===== src/common/rtc_alarm_pkg.sv =====
// Purpose: shared constants and types for the hour-minute alarm and power-on flag block
// Assumes: one 25 MHz core clock; register port driven by serial-bus logic on the same clock
// Notes:   register offsets are 4-bit indices; all times are held in binary-coded decimal
package rtc_alarm_pkg;

   ////////////////////////////////////////////////////////////////////////////
   // register offsets
   localparam logic [3:0] ADDR_CUR_MIN  = 4'h1;
   localparam logic [3:0] ADDR_CUR_HR   = 4'h2;
   localparam logic [3:0] ADDR_TRIM     = 4'h7;
   localparam logic [3:0] ADDR_ALM_MIN  = 4'hb;
   localparam logic [3:0] ADDR_ALM_HR   = 4'hc;
   localparam logic [3:0] ADDR_CTRL1    = 4'he;
   localparam logic [3:0] ADDR_CTRL2    = 4'hf;

   ////////////////////////////////////////////////////////////////////////////
   // field positions
   localparam int C1_HM_EN   = 6;  // hm_alarm_enable
   localparam int C1_FMT24   = 5;  // 1: 24-hour, 0: 12-hour
   localparam int C2_LOW_VOLTAGE_THRESHOLD_SEL    = 7;  // low_voltage_threshold_sel
   localparam int C2_XST     = 5;  // osc_running_n_flag
   localparam int C2_PON     = 4;  // power_on_flag
   localparam int C2_CLOCK_OUT_ENABLE_N1   = 3;  // clock_out_enable_n1
   localparam int C2_HM_FLAG = 0;  // hm_alarm_flag
   localparam int HR_BIT5    = 5;  // hour tens / afternoon indicator

   ////////////////////////////////////////////////////////////////////////////
   // values after reset
   localparam logic [7:0] CTRL1_RST = 8'h00;
   localparam logic [6:0] TRIM_RST  = 7'h00;
   localparam logic [6:0] MIN_RST   = 7'h00;
   localparam logic [5:0] HR_RST    = 6'h12;  // 12 AM, valid in the 12-hour default
   localparam logic       PON_RST   = 1'b1;
   localparam logic       XST_RST   = 1'b0;   // undefined in hardware, zero here

   ////////////////////////////////////////////////////////////////////////////
   // flag set delay after a match
   localparam int CLK_PERIOD_NS   = 40;
   localparam int ALARM_DELAY_NS  = 61000;
   localparam int ALARM_DELAY_CYC = (ALARM_DELAY_NS + CLK_PERIOD_NS - 1) / CLK_PERIOD_NS;
   localparam logic [10:0] DLY_LAST = 11'(ALARM_DELAY_CYC - 1);

   ////////////////////////////////////////////////////////////////////////////
   // register access request, one cycle per access
   typedef struct packed {
      logic       wr;
      logic       rd;
      logic [3:0] addr;
      logic [7:0] wdata;
   } reg_req_t;

endpackage


===== src/rtl/alarm_compare.sv =====
// Purpose: hour and minute equality between current time and alarm setting
// Assumes: both sides held in the same hour format
// Notes:   bit 5 of the hour compares as-is, its meaning follows the format bit
`timescale 1ns/1ps
module alarm_compare (
   input  wire logic [6:0] cur_min_i,
   input  wire logic [5:0] cur_hr_i,
   input  wire logic [6:0] alm_min_i,
   input  wire logic [5:0] alm_hr_i,
   input  wire logic       enable_i,
   output logic            match_o
);

   logic min_eq;
   logic hr_eq;

   ////////////////////////////////////////////////////////////////////////////
   // tens bit in 24-hour, afternoon bit in 12-hour: equal either way
   assign min_eq  = (cur_min_i == alm_min_i);
   assign hr_eq   = (cur_hr_i == alm_hr_i);
   assign match_o = enable_i && min_eq && hr_eq;

endmodule // alarm_compare


===== src/rtl/hm_alarm_pon.sv =====
// Purpose: hour-minute alarm, power-on flag and their registers
// Assumes: reg_req_i and min_tick_i come from logic on core_clk_i
// Notes:   rst_i is the power-on reset; interrupt pins are open drain
//
// Function
// - with enable set, compare alarm hour and minute to time; match pulls irq a low
// - alarm set to current time fires only when counters next reach it
// - alarm hour bit 5 is hour tens in 24-hour, afternoon in 12-hour
// - enable at 0 (its reset value) means no comparison and no alarm interrupt
// - alarm flag sets about 61 us after an enabled match
// - alarm flag reads 0 while enable is 0
// - writing 0 clears flag, releasing irq a unless periodic irq active; 1 ignored
// - alarm flag holds 1 until the host writes 0
// - after clearing, comparator keeps running and fires again at next match
// - power-on flag sets on every power-up from 0 V
// - power-on flag holds until written 0, which re-arms; writing 1 ignored
// - while power-on flag set, trim, control 1 and control 2 apart from its power-on and oscillator flags are zero, irq pins released
// - after power-on, control 1 reads zero, control 2 only power-on flag set
// - unused bits of time and alarm registers are write-protected, read zero
// - alarm signals only on irq a; host may poll the flag instead
`timescale 1ns/1ps
module hm_alarm_pon (
   input  wire logic                      core_clk_i,
   input  wire logic                      rst_i,
   input  wire logic                      ce_i,
   input  wire rtc_alarm_pkg::reg_req_t   reg_req_i,
   output logic                     [7:0] reg_rdata_o,
   input  wire logic                      min_tick_i,
   input  wire logic                      periodic_irq_i,
   input  wire logic                      irq_b_req_i,
   output logic                           irq_out_a_n_o,
   output logic                           irq_out_a_oe_n_o,
   output logic                           irq_out_b_n_o,
   output logic                           irq_out_b_oe_n_o
);

   ////////////////////////////////////////////////////////////////////////////
   // state
   logic [6:0]  cur_min_r;
   logic [5:0]  cur_hr_r;
   logic [6:0]  trim_r;
   logic [6:0]  alm_min_r;
   logic [5:0]  alm_hr_r;
   logic [7:0]  ctrl1_r;
   logic        low_voltage_threshold_sel_r;
   logic        clock_out_enable_n1_r;
   logic        xst_r;
   logic        pon_r;
   logic        hm_flag_r;
   logic        upd_r;
   logic        pend_r;
   logic [10:0] dly_cnt_r;
   logic [7:0]  rdata_r;
   logic        irq_a_oe_n_r;
   logic        irq_b_oe_n_r;
   // pin drive values; open drain so these only ever hold low, but they sit
   // in flops so every output of the block leaves a register
   logic        irq_a_val_r;
   logic        irq_b_val_r;

   ////////////////////////////////////////////////////////////////////////////
   // next values and decode
   logic [6:0]  cur_min_nxt;
   logic [5:0]  cur_hr_nxt;
   logic [6:0]  adv_min;
   logic [5:0]  adv_hr;
   logic [6:0]  trim_nxt;
   logic [7:0]  ctrl1_nxt;
   logic        low_voltage_threshold_sel_nxt;
   logic        clock_out_enable_n1_nxt;
   logic        xst_nxt;
   logic        pon_nxt;
   logic        hm_flag_nxt;
   logic        upd_nxt;
   logic        pend_nxt;
   logic [10:0] dly_cnt_nxt;
   logic [7:0]  rdata_nxt;
   logic        irq_a_oe_n_nxt;
   logic        irq_b_oe_n_nxt;

   logic        wr_cur_min;
   logic        wr_cur_hr;
   logic        wr_trim;
   logic        wr_alm_min;
   logic        wr_alm_hr;
   logic        wr_ctrl1;
   logic        wr_ctrl2;
   logic        time_wr;
   logic        tick_go;
   logic        hm_en;
   logic        fmt24;
   logic        match;
   logic        dly_done;
   logic        flag_vis;
   logic [7:0]  ctrl2_rd;
   logic [7:0]  wd;

   // write decode shared by every register
   function automatic logic hit(input rtc_alarm_pkg::reg_req_t r, input logic [3:0] a);
      hit = r.wr && (r.addr == a);
   endfunction

   assign wd         = reg_req_i.wdata;
   assign wr_cur_min = hit(reg_req_i, rtc_alarm_pkg::ADDR_CUR_MIN);
   assign wr_cur_hr  = hit(reg_req_i, rtc_alarm_pkg::ADDR_CUR_HR);
   assign wr_trim    = hit(reg_req_i, rtc_alarm_pkg::ADDR_TRIM);
   assign wr_alm_min = hit(reg_req_i, rtc_alarm_pkg::ADDR_ALM_MIN);
   assign wr_alm_hr  = hit(reg_req_i, rtc_alarm_pkg::ADDR_ALM_HR);
   assign wr_ctrl1   = hit(reg_req_i, rtc_alarm_pkg::ADDR_CTRL1);
   assign wr_ctrl2   = hit(reg_req_i, rtc_alarm_pkg::ADDR_CTRL2);

   assign hm_en = ctrl1_r[rtc_alarm_pkg::C1_HM_EN];
   assign fmt24 = ctrl1_r[rtc_alarm_pkg::C1_FMT24];

   ////////////////////////////////////////////////////////////////////////////
   // time counting; a host write to the time wins over the tick
   time_advance u_adv (
      .min_i     (cur_min_r),
      .hr_i      (cur_hr_r),
      .fmt24_i   (fmt24),
      .min_nxt_o (adv_min),
      .hr_nxt_o  (adv_hr)
   );

   assign time_wr     = wr_cur_min || wr_cur_hr;
   assign tick_go     = min_tick_i && !time_wr;
   // top bits are write-protected so they always read zero
   assign cur_min_nxt = wr_cur_min ? wd[6:0] :
                        tick_go    ? adv_min : cur_min_r;
   assign cur_hr_nxt  = wr_cur_hr  ? wd[5:0] :
                        tick_go    ? adv_hr  : cur_hr_r;

   // compare only in the cycle after the counters moved, never on a host write,
   // so programming the present time cannot fire at once
   assign upd_nxt = tick_go;

   ////////////////////////////////////////////////////////////////////////////
   // alarm comparison and delayed flag set
   alarm_compare u_cmp (
      .cur_min_i (cur_min_r),
      .cur_hr_i  (cur_hr_r),
      .alm_min_i (alm_min_r),
      .alm_hr_i  (alm_hr_r),
      .enable_i  (hm_en && upd_r),
      .match_o   (match)
   );

   // the delay is dropped if the enable goes low before it runs out
   assign dly_done    = pend_r && hm_en && (dly_cnt_r == rtc_alarm_pkg::DLY_LAST);
   assign pend_nxt    = match ? 1'b1 :
                        (!hm_en || dly_done) ? 1'b0 : pend_r;
   assign dly_cnt_nxt = match  ? 11'h000 :
                        pend_r ? dly_cnt_r + 11'h001 : dly_cnt_r;

   // set wins over a clearing write in the same cycle; writing 1 does nothing
   assign hm_flag_nxt = pon_r    ? 1'b0 :
                        dly_done ? 1'b1 :
                        (wr_ctrl2 && !wd[rtc_alarm_pkg::C2_HM_FLAG]) ? 1'b0 :
                        hm_flag_r;

   // flag is hidden while the enable is off
   assign flag_vis = hm_flag_r && hm_en;

   ////////////////////////////////////////////////////////////////////////////
   // power-on flag and the registers it holds cleared
   assign pon_nxt = (wr_ctrl2 && !wd[rtc_alarm_pkg::C2_PON]) ? 1'b0 : pon_r;

   // while the flag is set these registers are forced to their defaults
   assign trim_nxt  = pon_r ? rtc_alarm_pkg::TRIM_RST :
                      wr_trim ? wd[6:0] : trim_r;
   assign ctrl1_nxt = pon_r ? rtc_alarm_pkg::CTRL1_RST :
                      wr_ctrl1 ? wd : ctrl1_r;
   assign low_voltage_threshold_sel_nxt  = pon_r ? 1'b0 :
                      wr_ctrl2 ? wd[rtc_alarm_pkg::C2_LOW_VOLTAGE_THRESHOLD_SEL] : low_voltage_threshold_sel_r;
   assign clock_out_enable_n1_nxt = pon_r ? 1'b0 :
                      wr_ctrl2 ? wd[rtc_alarm_pkg::C2_CLOCK_OUT_ENABLE_N1] : clock_out_enable_n1_r;
   // oscillator flag is outside the power-on clear; writing 0 is ignored
   assign xst_nxt   = (wr_ctrl2 && wd[rtc_alarm_pkg::C2_XST]) ? 1'b1 : xst_r;

   ////////////////////////////////////////////////////////////////////////////
   // interrupt pins: driven low when oe_n is 0
   // irq a stays driven while either the alarm or the periodic source is active and the power-on flag is clear
   assign irq_a_oe_n_nxt = pon_nxt ? 1'b1 :
                           !(hm_flag_nxt && ctrl1_nxt[rtc_alarm_pkg::C1_HM_EN]
                             || periodic_irq_i);
   assign irq_b_oe_n_nxt = pon_nxt ? 1'b1 : !irq_b_req_i;

   ////////////////////////////////////////////////////////////////////////////
   // read mux; unused bits and unmapped offsets read zero
   assign ctrl2_rd = {low_voltage_threshold_sel_r, 1'b0, xst_r, pon_r, clock_out_enable_n1_r, 2'b00, flag_vis};

   assign rdata_nxt =
      !reg_req_i.rd                                ? rdata_r :
      (reg_req_i.addr == rtc_alarm_pkg::ADDR_CUR_MIN) ? {1'b0, cur_min_r} :
      (reg_req_i.addr == rtc_alarm_pkg::ADDR_CUR_HR)  ? {2'b00, cur_hr_r} :
      (reg_req_i.addr == rtc_alarm_pkg::ADDR_TRIM)    ? {1'b0, trim_r} :
      (reg_req_i.addr == rtc_alarm_pkg::ADDR_ALM_MIN) ? {1'b0, alm_min_r} :
      (reg_req_i.addr == rtc_alarm_pkg::ADDR_ALM_HR)  ? {2'b00, alm_hr_r} :
      (reg_req_i.addr == rtc_alarm_pkg::ADDR_CTRL1)   ? ctrl1_r :
      (reg_req_i.addr == rtc_alarm_pkg::ADDR_CTRL2)   ? ctrl2_rd : 8'h00;

   ////////////////////////////////////////////////////////////////////////////
   // time and alarm setting registers
   always_ff @(posedge core_clk_i or posedge rst_i) begin
      if (rst_i) begin
         cur_min_r <= rtc_alarm_pkg::MIN_RST;
         cur_hr_r  <= rtc_alarm_pkg::HR_RST;
         alm_min_r <= rtc_alarm_pkg::MIN_RST;
         alm_hr_r  <= rtc_alarm_pkg::HR_RST;
      end else if (ce_i) begin
         cur_min_r <= cur_min_nxt;
         cur_hr_r  <= cur_hr_nxt;
         if (wr_alm_min) begin
            alm_min_r <= wd[6:0];
         end
         if (wr_alm_hr) begin
            alm_hr_r <= wd[5:0];
         end
      end
   end

   // control registers and power-on flag
   always_ff @(posedge core_clk_i or posedge rst_i) begin
      if (rst_i) begin
         trim_r  <= rtc_alarm_pkg::TRIM_RST;
         ctrl1_r <= rtc_alarm_pkg::CTRL1_RST;
         low_voltage_threshold_sel_r  <= 1'b0;
         clock_out_enable_n1_r <= 1'b0;
         xst_r   <= rtc_alarm_pkg::XST_RST;
         pon_r   <= rtc_alarm_pkg::PON_RST;
      end else if (ce_i) begin
         trim_r  <= trim_nxt;
         ctrl1_r <= ctrl1_nxt;
         low_voltage_threshold_sel_r  <= low_voltage_threshold_sel_nxt;
         clock_out_enable_n1_r <= clock_out_enable_n1_nxt;
         xst_r   <= xst_nxt;
         pon_r   <= pon_nxt;
      end
   end

   // alarm sequencing
   always_ff @(posedge core_clk_i or posedge rst_i) begin
      if (rst_i) begin
         upd_r     <= 1'b0;
         pend_r    <= 1'b0;
         dly_cnt_r <= 11'h000;
         hm_flag_r <= 1'b0;
      end else if (ce_i) begin
         upd_r     <= upd_nxt;
         pend_r    <= pend_nxt;
         dly_cnt_r <= dly_cnt_nxt;
         hm_flag_r <= hm_flag_nxt;
      end
   end

   // registered outputs; pins released from reset on
   always_ff @(posedge core_clk_i or posedge rst_i) begin
      if (rst_i) begin
         rdata_r      <= 8'h00;
         irq_a_oe_n_r <= 1'b1;
         irq_b_oe_n_r <= 1'b1;
         irq_a_val_r  <= 1'b0;
         irq_b_val_r  <= 1'b0;
      end else if (ce_i) begin
         rdata_r      <= rdata_nxt;
         irq_a_oe_n_r <= irq_a_oe_n_nxt;
         irq_b_oe_n_r <= irq_b_oe_n_nxt;
         irq_a_val_r  <= 1'b0;
         irq_b_val_r  <= 1'b0;
      end
   end

   assign reg_rdata_o      = rdata_r;
   assign irq_out_a_oe_n_o = irq_a_oe_n_r;
   assign irq_out_b_oe_n_o = irq_b_oe_n_r;
   // open-drain pins only ever drive low; the enable alone sets the level
   assign irq_out_a_n_o    = irq_a_val_r;
   assign irq_out_b_n_o    = irq_b_val_r;

endmodule // hm_alarm_pon


===== src/rtl/time_advance.sv =====
// Purpose: next minute and hour after one minute tick, in bcd
// Assumes: inputs hold valid bcd time for the selected hour format
// Notes:   purely combinational
`timescale 1ns/1ps
module time_advance (
   input  wire logic [6:0] min_i,
   input  wire logic [5:0] hr_i,
   input  wire logic       fmt24_i,
   output logic      [6:0] min_nxt_o,
   output logic      [5:0] hr_nxt_o
);

   // bcd increment of one two-digit field
   function automatic logic [7:0] bcd_inc(input logic [7:0] v);
      bcd_inc = (v[3:0] == 4'h9) ? {v[7:4] + 4'h1, 4'h0} : v + 8'h01;
   endfunction

   // bit 5 of the hour register: tens bit or afternoon bit
   localparam int HR_B = rtc_alarm_pkg::HR_BIT5;

   logic       hr_roll;
   logic [7:0] min_inc;
   logic [7:0] hr_inc;
   logic [7:0] h12_inc;
   logic [5:0] hr_step;
   logic [5:0] h12_step;

   ////////////////////////////////////////////////////////////////////////////
   // minute wraps at 59 and carries into the hour
   assign hr_roll   = (min_i == 7'h59);
   assign min_inc   = bcd_inc({1'b0, min_i});
   assign min_nxt_o = hr_roll ? 7'h00 : min_inc[6:0];

   // 24-hour: bit 5 is the hour tens bit, wrap at 23
   assign hr_inc = bcd_inc({2'b00, hr_i});
   // 12-hour: bit 5 is the afternoon bit, 11 flips it, 12 goes to 1
   assign h12_inc  = bcd_inc({3'b000, hr_i[4:0]});
   assign h12_step = (hr_i[4:0] == 5'h11) ? {~hr_i[HR_B], 5'h12} :
                     (hr_i[4:0] == 5'h12) ? {hr_i[HR_B], 5'h01} :
                     {hr_i[HR_B], h12_inc[4:0]};
   assign hr_step  = fmt24_i ? ((hr_i == 6'h23) ? 6'h00 : hr_inc[5:0]) : h12_step;
   assign hr_nxt_o = hr_roll ? hr_step : hr_i;

endmodule // time_advance

===== config.mk =====
export PLATFORM = sky130hd
export DESIGN_NAME = hm_alarm_pon
export DESIGN_NICKNAME = d
export VERILOG_FILES = /design/src/common/rtc_alarm_pkg.sv /design/src/rtl/alarm_compare.sv /design/src/rtl/hm_alarm_pon.sv /design/src/rtl/time_advance.sv
export SDC_FILE = /design/constraint.sdc
export NUM_CORES = 1
export LEC_CHECK = 0
export BUFFER_PORTS_ARGS = -buffer_cell sky130_fd_sc_hd__buf_2
export CAP_MARGIN = 20
export CORE_AREA = 2 2 93 95
export DETAILED_ROUTE_END_ITERATION = 8
export DIE_AREA = 0 0 95 97
export PLACE_DENSITY = 0.71
export SYNTH_ARGS = -nofsm -noshare
export SYNTH_HDL_FRONTEND = slang
export SYNTH_HIERARCHICAL = 1
export SYNTH_SLANG_ARGS = --single-unit

===== constraint.sdc =====
create_clock -name core_clk_i -period 2.28 [get_ports core_clk_i]
set_input_delay 0.456 -clock core_clk_i [delete_from_list [all_inputs] [get_ports core_clk_i]]
set_output_delay 0.456 -clock core_clk_i [all_outputs]
set_load 0.02 [all_outputs]

Yosys cells after proc, flatten, opt, wreduce, memory -nomap -nowiden

Index checks and enable logic that the tools add are counted.

Output and inout bits: 12
Register bits after elaboration: 69
RAM bits: 0
Memories: 0
Word-level logic and storage cells: 129
Memory bits (read-only): 0
Latch bits: 0
Input bits: 20

Shift-type cells: 0
Add/subtract/negate cells: 7
Divide/modulo/power cells: 0
Reductions and logical operators: 48
Bitwise logic cells: 1
Multiplexer cells: 38
$lt $le $gt $ge: 0
Equality and inequality tests: 16
$mul: 0

Operator list:

| kind                                                                  | number |
|---|---|
| 8-bit 2-to-1 mux                                                      | 9 |
| 6-bit 2-to-1 mux                                                      | 7 |
| 7-bit 2-to-1 mux                                                      | 6 |
| 4-bit equality test, second input constant                            | 6 |
| 11-bit 2-to-1 mux                                                     | 2 |
| 2-bit AND reduction                                                   | 10 |
| 1-bit logical AND                                                     | 18 |
| 2-bit nonzero test                                                    | 8 |
| 1-bit 2-to-1 mux                                                      | 12 |
| 11-bit by 1-bit adder with 11-bit output, second input constant       | 1 |
| 11-bit equality test, second input constant                           | 1 |
| 5-bit equality test, second input constant                            | 2 |
| 5-bit 2-to-1 mux                                                      | 2 |
| 7-bit by 1-bit adder with 7-bit output, second input constant         | 1 |
| 7-bit equality test                                                   | 1 |
| 7-bit equality test, second input constant                            | 1 |
| 6-bit by 1-bit adder with 6-bit output, second input constant         | 1 |
| 6-bit equality test                                                   | 1 |
| 6-bit equality test, second input constant                            | 1 |
| 1-bit logical NOT                                                     | 6 |
| 5-bit by 1-bit adder with 5-bit output, second input constant         | 1 |
| 4-bit by 1-bit equality test with 1-bit output, second input constant | 1 |
| 4-bit by 2-bit equality test with 1-bit output, second input constant | 1 |
| 4-bit by 3-bit equality test with 1-bit output, second input constant | 1 |
| other kinds (8)                                                       | 10 |

Logic depth before layout (Yosys ltp)

Gate-level depths: netlist of the first run.

Depth in word-level cells: 10
Gate-level depth with buffers: 9
Mapped depth without buffers: 8

Cells and area by module

Netlist of the first run, hierarchy kept.

By module, submodules not included:

| module        | cells each | instances | sequential area each (um^2) | area each (um^2) |
|---|---|---|---|---|
| hm_alarm_pon  | 360        | 1         | 1,735.4                     | 3,714.8 |
| time_advance  | 79         | 1         | 0.0                         | 553.0 |
| alarm_compare | 18         | 1         | 0.0                         | 148.9 |

Worst setup path after synthesis of the first run

Ideal clock, no wire load.

Path type: register to register
Start: register cur_hr_r[1]
End: register dly_cnt_r[7]
Stages on the path, launching flop included: 9
Data required time: 2.150 ns
Setup slack: 0.159 ns
Clock period less this slack: 2.121 ns
Arrival: 1.991 ns
Path buffers: 0
Library setup time: 0.130 ns
Cell sequence: dfstp_2 xnor2_1 nand4_1 nor4_2 o211ai_1 nor3_1 and3_1 xnor2_1 nor2_1

Longest elaborated chain between the ends: 4
Elaborated cells on any way between the ends: 5
Classes of those cells: 1 x eq/ne; 1 x mux; 3 x reduce/logical

RTL lines:

| element                              | line                | source |
|---|---|---|
| from (decl)                          | hm_alarm_pon.sv:40  | `logic [5:0] cur_hr_r;` |
| from (signal assigned)               | hm_alarm_pon.sv:207 | `cur_hr_r <= rtc_alarm_pkg::HR_RST;` |
| from (signal assigned)               | hm_alarm_pon.sv:212 | `cur_hr_r <= cur_hr_nxt;` |
| 6-bit equality test *                | alarm_compare.sv:20 | `assign hr_eq = (cur_hr_i == alm_hr_i);` |
| 1-bit logical AND *                  | alarm_compare.sv:21 | `assign match_o = enable_i && min_eq && hr_eq;` |
| via match                            | hm_alarm_pon.sv:92  | `logic match;` |
| 2-bit nonzero test (no source line)  | -                   |  |
| 2-bit AND reduction (no source line) | -                   |  |
| to (signal assigned)                 | hm_alarm_pon.sv:251 | `dly_cnt_r <= dly_cnt_nxt;` |
| to (decl)                            | hm_alarm_pon.sv:52  | `logic [10:0] dly_cnt_r;` |

The timed path passes the listed nets; every way through them passes the cells marked *.
A chain may end at the register's enable or synchronous reset.

Worst setup path in the final report of the first run

Start: register alm_hr_r[2]
End: register dly_cnt_r[7]

Longest elaborated chain between the ends: 4
Elaborated cells on any way between the ends: 5
Classes of those cells: 1 x eq/ne; 1 x mux; 3 x reduce/logical

RTL lines:

| element                              | line                | source |
|---|---|---|
| from (decl)                          | hm_alarm_pon.sv:43  | `logic [5:0] alm_hr_r;` |
| from (signal assigned)               | hm_alarm_pon.sv:209 | `alm_hr_r <= rtc_alarm_pkg::HR_RST;` |
| from (signal assigned)               | hm_alarm_pon.sv:217 | `alm_hr_r <= wd[5:0];` |
| 6-bit equality test *                | alarm_compare.sv:20 |  |
| 1-bit logical AND *                  | alarm_compare.sv:21 |  |
| via match                            | hm_alarm_pon.sv:92  |  |
| 2-bit nonzero test (no source line)  | -                   |  |
| 2-bit AND reduction (no source line) | -                   |  |

Marks and branches as above.

==> impl_metrics.ini, run 1 <==
[global_route]
antenna_found_initial = 0
grt_util_all_layers = 0.2598
gr-total-overflow = 0
globalRouteMet1Util = 0.3887
grt_busiest_layer = met2
grt_pass1_vias = 3410
grt_max_degree = 70
grt_first_pass_wirelength_um = 18300
met2_usage = 0.3923
global_route.usage.met3 = 0.04517

[routing]
wl_per_cell_um = 18.81
drc = 0
avgViaCountPerCell = 6.121
ant_nets = 0
firstDrtPassIters = 5
drt_iter0_drc = 401
vias = 3703
drt-total-wl_um = 11380

[cells_and_area]
mostFrequentLayoutCells = dfrtp_1, nand2_1, buf_2
fillCellCount = 714
seq_area_um2 = 1735
layout-drive-gt1-share = 0.2400
layout_commonest_cell = dfrtp_1
diodes = 0
instances_no_fill = 605
final_nets = 522
multi_input_area_um2 = 2504
syn_to_final_growth_pct = 11.36

[critical_path]
required_ns = 2.52
r2r_slack_ns = 0.06
cp-start-kind = register
crit_arrival_ns = 2.45
cp-end-kind = register
crit_fanout = 4
r2r-end = dly_cnt_r[7]
rr_worst_depth = 9
r2r_start = alm_hr_r[2]
critPathKind = register to register

[sta]
clock-skew-final_ns = 0.009004
tns_ns = 0
report.final.setup_viol = 0
max_freq_ghz = 0.4509
layout_min_cycle_time_ns = 2.218
finalCritPeriodShare = 0.9727
rsz0062_at_grt = no
drv_slew = 0
final_hold_viol_count = 0

[pwr]
total_power_w = 0.003741
peakVddDrop_mv = 0.5773
p_per_area_nw_per_um2 = 760.7
p_leak_nw = 2.184

[floorplanning]
ios = 32
initial_utilization = 0.5430
die_area_um2 = 9215
rows = 33
die_w_um = 95
fp.coreArea_um2 = 8134
fp.dieH_um = 97

[logic_synthesis]
synth_edf_count = 0
yosys.area_share.adder = 0.01983
synth_top_family_by_area = simple AND/OR/NAND/NOR gates
synth-compound-area-share = 0.2003
syn_inst = 457
ys.flop_type = dfrtp_1
synth.ff_latch_count = 69
ys_warn_count = 6
synth.avg_cell_area_um2 = 9.665
synth-xor-area-share = 0.05156
seq_area_frac_synth = 0.3929
synth-simple-area-share = 0.2003
synth_area_um2 = 4417
synth_cell_types = 75
synthMuxAreaShare = 0.08895
async_flop_share = 1.000

[clock_tree]
numCtsBuffers = 9
cts_tree = yes
clk_latency_ns = 0.36
clockBufferDepth = 2
cts-root-buf = clkbuf_8
cts_htree_levels = 3
clkTransAtPathRegs_ns = 0.08
cts.sinks = 69

[placement]
port_buffers = 29
dp.cells = 589
gp_congestion = 0.9198
dpl.hpwl_um = 8154

[worst_hold_path]
hp-class = input port to asynchronous set/reset pin

[status]
status = completed

[run]
cap_violations = 0
-- power breakdown --
part	internal, W	leakage, nW	switching [W]
clock network	0.000452	0.0905	0.000453
registers	0.00140	0.903	0.000155
logic	0.000543	1.19	0.000739
total	0.00239	2.18	0.00135
-- cell usage after synthesis, types with 8 or more instances --
| cell type | number | area share |
|---|---|---|
| a21oi_1 | 23 | 0.026 |
| a22o_1 | 8 | 0.016 |
| a22oi_1 | 10 | 0.017 |
| and3_1 | 10 | 0.014 |
| buf_4 | 10 | 0.017 |
| dfrtp_1 | 62 | 0.35 |
| inv_1 | 13 | 0.011 |
| mux2_2 | 17 | 0.043 |
| mux2i_1 | 19 | 0.043 |
| nand2_1 | 39 | 0.033 |
| nand3_1 | 15 | 0.017 |
| nor2_1 | 24 | 0.020 |
| o21ai_0 | 24 | 0.027 |
| o21ai_1 | 13 | 0.015 |
| o22ai_1 | 8 | 0.011 |
| o2bb2ai_1 | 9 | 0.018 |
| xnor2_1 | 22 | 0.044 |
-- how the worst max path moves through the flow --
stage                      from      endpoint  slack (ns)  depth (start not counted)
floorplan                 rst_i   alm_hr_r[0]         0.1                          1
global placement    alm_hr_r[2]  dly_cnt_r[7]        0.05                          9
detailed placement  cur_hr_r[4]  dly_cnt_r[8]        0.03                          8
CTS                 cur_hr_r[4]  dly_cnt_r[8]        0.01                          8
global route        alm_hr_r[2]  dly_cnt_r[7]        0.04                          9
finish              alm_hr_r[2]  dly_cnt_r[7]        0.06                          9
-- layout make-up --
type / count / share of cell area
Inverter: 14 / 0.01068
Tap cell: 105 / 0.02671
Clock inverter: 2 / 0.002035
Clock buffer: 14 / 0.03307
Sequential cell: 69 / 0.3528
Multi-Input combinational cell: 350 / 0.5090
Timing Repair Buffer: 51 / 0.06563
-- repair_timing --
action,in CTS,in global routing
endpoints found under the setup margin,0,6
setup buffers,0,0
hold buffers,0,0
resized for setup,0,3
-- sequential cells by signal, indices dropped and copies added, names as in the netlist, 6 cells and up --
signal       cells
alm_hr_r         6
ctrl1_r          8
trim_r           7
dly_cnt_r       11
reg_rdata_o      8
alm_min_r        7
cur_min_r        7
cur_hr_r         6
-- per-stage QoR --
| stage | worst slack, ns | area, um^2 | utilization | hold slack (ns) |
|---|---|---|---|---|
| after floorplan | 0.09572 | 4420 | - | 0.4275 |
| after global routing | 0.03597 | 4918 | 0.6047 | 0.1888 |
| final | 0.06220 | 4918 | 0.6047 | 0.1589 |
| after CTS | 0.01136 | 4900 | 0.6024 | 0.1835 |
| after global placement | 0.04643 | 4727 | 0.5811 | 0.4610 |
| after detailed placement | 0.03259 | 4727 | 0.5811 | 0.4745 |
-- logic make-up after synthesis --
| group | Yosys count |
|---|---|
| compound gates | 132 |
| xor+xnor | 26 |
| fa+ha+maj | 7 |
| buf+inv | 39 |
| flops | 69 |
| mux | 37 |
| other cells | 1 |
| simple gates | 146 |
-- per-layer routing --
layer  share of wire  up-vias
met5               0        -
met4           0.012        0
met3           0.074       14
met2            0.47      145
met1            0.44     1801
li1                -     1743
-- critical path, cell delays in order, from the launching register on --
cell and delay (ns):
dfrtp_1 0.41, xnor2_1 0.27, nand4_1 0.20, nor4_4 0.40, o211ai_1 0.18, nor3_1 0.16, buf_4 0.15, and3_1 0.16
xnor2_1 0.11, nor2_1 0.05
No activity file was read; power rests on OpenSTA's default activity.
==> run 2: changes to the inputs <==
--- a/config.mk
+++ b/config.mk
@@ -8,9 +8,11 @@
 export BUFFER_PORTS_ARGS = -buffer_cell sky130_fd_sc_hd__buf_2
 export CAP_MARGIN = 20
 export CORE_AREA = 2 2 93 95
+export CTS_BUF_LIST = sky130_fd_sc_hd__clkbuf_16
 export DETAILED_ROUTE_END_ITERATION = 8
 export DIE_AREA = 0 0 95 97
 export PLACE_DENSITY = 0.71
+export REMOVE_ABC_BUFFERS = 1
 export SYNTH_ARGS = -nofsm -noshare
 export SYNTH_HDL_FRONTEND = slang
 export SYNTH_HIERARCHICAL = 1
==> run 2 against run 1 <==
  * Worst setup slack worse by 0.010 ns
  * Routed wire length rose by 4.8%
  * Flip-flop and latch count unchanged
  * Largest power group unchanged
  * Clock power is 65% higher
  * Register-to-register slack is essentially flat
  * Clock skew is 0.0042 ns lower
  * Combinational power about the same
  * Core utilization grew 2.1 points
==> impl_metrics.ini, run 2 (synthesized netlist as in run 1, its figures left out) <==
[status]
status = completed

[routing]
drc = 0
avgViaCountPerCell = 6.206
firstDrtPassIters = 5
ant_nets = 0
vias = 3761
wl_per_cell_um = 19.69
drt-total-wl_um = 11930
drt_iter0_drc = 387

[pwr]
total_power_w = 0.004337
p_sw_frac = 0.3329
p_comb_frac = 0.293
p_switching_w = 0.001444
peakVddDrop_mv = 0.6515
pwr-share-clk = 0.343
p_int_w = 0.002893
p_seq_frac = 0.364
p_leak_nw = 2.251
p_per_area_nw_per_um2 = 852.3

[cells_and_area]
final_nets = 523
fin_util = 0.6256
diodes = 0
mostFrequentLayoutCells = dfrtp_1, nand2_1, buf_2
layout_commonest_cell = dfrtp_1
regMostFlops = dly_cnt_r
syn_to_final_growth_pct = 15.21
instances_no_fill = 606
largest_register_ffs = 11
layout-drive-gt1-share = 0.2515

[critical_path]
rr_worst_depth = 9
r2r-end = dly_cnt_r[7]
critPathKind = register to register
cp_slowest_cell = dfstp_2
required_ns = 2.49
crit_family = simple AND/OR/NAND/NOR gates
path_buf_inv = 1
critPathMostFrequentCell = xnor2_2
crit_arrival_ns = 2.44
r2r_slack_ns = 0.05
path_cells = xnor2_2, nand4_1, nor4_4, o211ai_1, nor3_1, buf_4, and3_4, xnor2_2, nor2_1
cpPeakStageDelay_ns = 0.57
cp-start-kind = register
cp-end-kind = register
crit_fanout = 4
r2r_start = cur_hr_r[4]

[sta]
final_hold_viol_count = 0
drv_slew = 0
layout_min_cycle_time_ns = 2.228
clock-skew-final_ns = 0.004841
max_freq_ghz = 0.4489
rsz0062_at_grt = yes
report.final.setup_viol = 0
finalCritPeriodShare = 0.9771
fin_ws_ns = 0.05223
timing.hold.ws_ns = 0.1793

[floorplanning]
fp.dieH_um = 97
ios = 32
die_w_um = 95
die_area_um2 = 9215
fp.coreArea_um2 = 8134
rows = 33
initial_utilization = 0.5430

[placement]
pre_cts_ws_ns = 0.03405
dp.cells = 588
dpl.hpwl_um = 8506
gp_congestion = 0.9520
port_buffers = 29

[global_route]
grt_max_degree = 70
antenna_found_initial = 0
gr-total-overflow = 0
grt_first_pass_wirelength_um = 19320
grt_pass1_vias = 3641
grt_util_all_layers = 0.2731

[clock_tree]
clk_latency_ns = 0.33
cts.sinks = 69
clockBufferDepth = 2
cts-root-buf = clkbuf_16
cts_htree_levels = 3
numCtsBuffers = 9
clkTransAtPathRegs_ns = 0.06
cts_tree = yes

[run]
cap_violations = 0

[worst_hold_path]
hp-class = input port to asynchronous set/reset pin
[run 2: cell types whose count changed in the layout (fill, tap and decap cells not counted), sizes merged]
| cell | before | now |
|---|---|---|
| clkbuf | 14 | 9 |
| clkinvlp | 0 | 1 |
| bufinv | 0 | 2 |
| buf | 51 | 52 |
| clkinv | 3 | 4 |
| inv | 13 | 14 |
[run 2: worst register-to-register path, cell delays in order (launching register included)]
cell      delay [ns]
dfstp_2         0.57
xnor2_2         0.15
nand4_1         0.18
nor4_4          0.33
o211ai_1        0.18
nor3_1          0.20
buf_4           0.15
and3_4          0.19
xnor2_2         0.10
nor2_1          0.05
[run 2: worst max-delay path by stage]
stage | start | end | slack (ns) | depth (start not counted)
after floorplan | cur_hr_r[1] | dly_cnt_r[7] | 0.07 | 8
after global placement | cur_hr_r[1] | dly_cnt_r[7] | 0.08 | 9
after detailed placement | cur_hr_r[5] | dly_cnt_r[7] | 0.03 | 9
after CTS | cur_hr_r[4] | dly_cnt_r[7] | 0.02 | 9
after global routing | cur_hr_r[4] | dly_cnt_r[7] | -0.04 | 9
final | cur_hr_r[4] | dly_cnt_r[7] | 0.05 | 9
[run 2: layer usage]
layer,vias up,GRT usage,share of wire
met1,1823,0.3944,0.44
met2,154,0.4201,0.47
met5,-,0,0
met3,22,0.05140,0.070
met4,0,0.07358,0.016
li1,1762,-,-
[run 2: repair_timing]
action / in CTS / in global routing
hold buffers: 0 / 0
resized for setup: 0 / 7
endpoints found under the hold margin: 0 / 0
setup endpoints to repair: 0 / 7
setup buffers: 0 / 2
[run 2: area by class of cell]
type | count | area [um^2]
timing repair buffer | 52 | 330.3
inverter | 14 | 52.55
multi-input combinational | 350 | 2524
clock inverter | 7 | 88.84
clock buffer | 9 | 225.2
tap | 105 | 131.4
sequential | 69 | 1737
fill | 660 | 3045
[run 2: through the flow]
| stage | cell area (um^2) | setup TNS (ns) |
|---|---|---|
| 5_1_grt | 5089 | -0.06081 |
| 3_5_place_dp | 4720 | 0 |
| 2_1_floorplan | 4273 | 0 |
| 4_1_cts | 5034 | 0 |
| 3_3_place_gp | 4720 | 0 |
| 6_report | 5089 | 0 |
[run 2: power groups by stage]
stage / Combinational (W) / Clock (W) / Sequential [W]
global placement: 0.00119 / 0 / 0.00158
global route: 0.00140 / 0.00155 / 0.00160
finish: 0.00127 / 0.00149 / 0.00158
floorplan: 0.000685 / 0 / 0.00166
detailed placement: 0.00122 / 0 / 0.00158
CTS: 0.00123 / 0.00150 / 0.00157
==> run 3: changes to the inputs <==
--- a/config.mk
+++ b/config.mk
@@ -5,14 +5,13 @@
 export SDC_FILE = /design/constraint.sdc
 export NUM_CORES = 1
 export LEC_CHECK = 0
-export BUFFER_PORTS_ARGS = -buffer_cell sky130_fd_sc_hd__buf_2
 export CAP_MARGIN = 20
-export CORE_AREA = 2 2 93 95
+export CORE_AREA = 2 2 91 93
 export CTS_BUF_LIST = sky130_fd_sc_hd__clkbuf_16
 export DETAILED_ROUTE_END_ITERATION = 8
-export DIE_AREA = 0 0 95 97
+export DIE_AREA = 0 0 93 95
+export DONT_BUFFER_PORTS = 1
 export PLACE_DENSITY = 0.71
-export REMOVE_ABC_BUFFERS = 1
 export SYNTH_ARGS = -nofsm -noshare
 export SYNTH_HDL_FRONTEND = slang
 export SYNTH_HIERARCHICAL = 1
==> run 3 against run 2 <==
  * Critical path depth up 1
  * Via count fell by 3.0%
  * Sequential power about the same
  * Total power fell by 5.3%
  * Sequential share of layout area increased by 1.4 points
  * Clock skew up 0.0011 ns
  * Worst setup slack improved by 0.017 ns
  * Die area shrank 4.1%
  * Register-to-register slack gained 0.02 ns
  * Routed wire length rose by 0.55%
  * Flip-flop and latch count unchanged
  * Combinational power is 9% lower
  * Largest cell class unchanged
==> impl_metrics.ini, run 3 (synthesized netlist as in run 1, its figures left out) <==
[global_route]
grt_first_pass_wirelength_um = 19330
gr-total-overflow = 0
grt_max_degree = 46
grt_pass1_vias = 3604
grt_util_all_layers = 0.2883
antenna_found_initial = 0

[sta]
finalCritPeriodShare = 0.9697
max_freq_ghz = 0.4523
rsz0062_at_grt = yes
slew_headroom = 0.5060
tightest_slew_ns = 0.7360
report.final.setup_viol = 0
clock-skew-final_ns = 0.005904
drv_slew = 0
final_hold_viol_count = 0
fin_ws_ns = 0.06903
tns_ns = 0
timing.hold.ws_ns = 0.05673
layout_min_cycle_time_ns = 2.211

[placement]
pre_cts_ws_ns = 0.1212
dpl.hpwl_um = 8440
port_buffers = 0
gp_congestion = 0.9560
place_area_um2 = 4559

[clock_tree]
cts_htree_levels = 3
clk_latency_ns = 0.33
cts_tree = yes
cts-root-buf = clkbuf_16
clockBufferDepth = 2
numCtsBuffers = 9
postCtsHoldBufs = 0
cts.sinks = 69
clkTransAtPathRegs_ns = 0.06

[critical_path]
crit_fanout = 4
cp-start-kind = register
r2r_start = cur_hr_r[4]
critPathKind = register to register
cp-end-kind = register
crit_arrival_ns = 2.42
r2r-end = dly_cnt_r[7]
required_ns = 2.49
r2r_slack_ns = 0.07
rr_worst_depth = 10

[worst_hold_path]
hp-class = input port to asynchronous set/reset pin

[routing]
drt-total-wl_um = 12000
ant_nets = 0
wl_per_cell_um = 20.86
firstDrtPassIters = 4
drt_iter0_drc = 363
vias = 3650
avgViaCountPerCell = 6.348
drc = 0

[pwr]
p_seq_frac = 0.388
p_comb_frac = 0.280
p_sw_frac = 0.3304
pwr-share-clk = 0.331
peakVddDrop_mv = 0.4838
p_int_w = 0.002752
p_per_area_nw_per_um2 = 840.4
total_power_w = 0.004109
p_switching_w = 0.001358
p_leak_nw = 2.106

[floorplanning]
fp.dieH_um = 95
fp.coreArea_um2 = 7928
ios = 32
initial_utilization = 0.5571
die_w_um = 93
die_area_um2 = 8835
rows = 33

[cells_and_area]
regMostFlops = dly_cnt_r
layout_commonest_cell = dfrtp_1
final_nets = 491
mostFrequentLayoutCells = dfrtp_1, nand2_1, o21ai_0, nor2_1, a21oi_1
largest_register_ffs = 11
syn_to_final_growth_pct = 10.71
layout-drive-gt1-share = 0.1983
final_cell_area_um2 = 4890

[run]
cap_violations = 0

[status]
status = completed
==> run 3: repair_timing <==
item / 4_1_cts / 5_1_grt
resized for setup: 0 / 6
setup buffers: 0 / 1
setup endpoints to repair: 0 / 5
==> run 3: final cells by class <==
class                   count  area [um^2]
flip-flops and latches     69         1737
diodes                      1        2.502
fillers                   678         3038
clock buffers               9        225.2
clock inverters             7        58.81
well taps                 105        131.4
inverters                  14        52.55
multi-input cells         350         2520
repair buffers             20        162.7
==> run 3: worst max-delay path by stage <==
stage	endpoint	startpoint	cells after the start	slack (ns)
after global placement	dly_cnt_r[7]	alm_hr_r[1]	10	0.23
final	dly_cnt_r[7]	cur_hr_r[4]	10	0.07
after global routing	dly_cnt_r[7]	cur_hr_r[4]	10	-0.009
after CTS	dly_cnt_r[7]	alm_hr_r[1]	10	0.11
after floorplan	alm_hr_r[0]	rst_i	1	0.1
after detailed placement	dly_cnt_r[8]	alm_hr_r[1]	9	0.12
==> run 3: critical path, stage by stage, from the launching register on <==
cell and delay (ns):
dfstp_2 0.58, xnor2_2 0.12, nand4_1 0.13, nor4_2 0.25, buf_4 0.18, o211ai_1 0.10
nor3_1 0.23, buf_4 0.17, and3_4 0.18, xnor2_2 0.10, nor2_1 0.05
==> run 3: power by group through the flow <==
stage	logic [W]	clock network [W]	registers [W]
floorplan	0.000797	0	0.00161
global placement	0.00107	0	0.00159
detailed placement	0.00111	0	0.00160
CTS	0.00112	0.00137	0.00158
global route	0.00127	0.00143	0.00162
finish	0.00115	0.00136	0.00160
==> run 3: layer usage <==
layer / vias to the layer above / GRT usage / wire [um]
met1: 1784 / 0.4111 / 5458
li1: 1692 / - / -
met3: 21 / 0.06305 / 868
met4: 0 / 0.09436 / 243
met5: - / 0 / 0
met2: 153 / 0.4384 / 5426
==> run 3: metrics by stage <==
stage / cells / utilization
CTS: 573 / 0.6110
floorplan: 458 / -
global route: 574 / 0.6165
global placement: 557 / 0.5751
detailed placement: 557 / 0.5751
finish: 575 / 0.6168
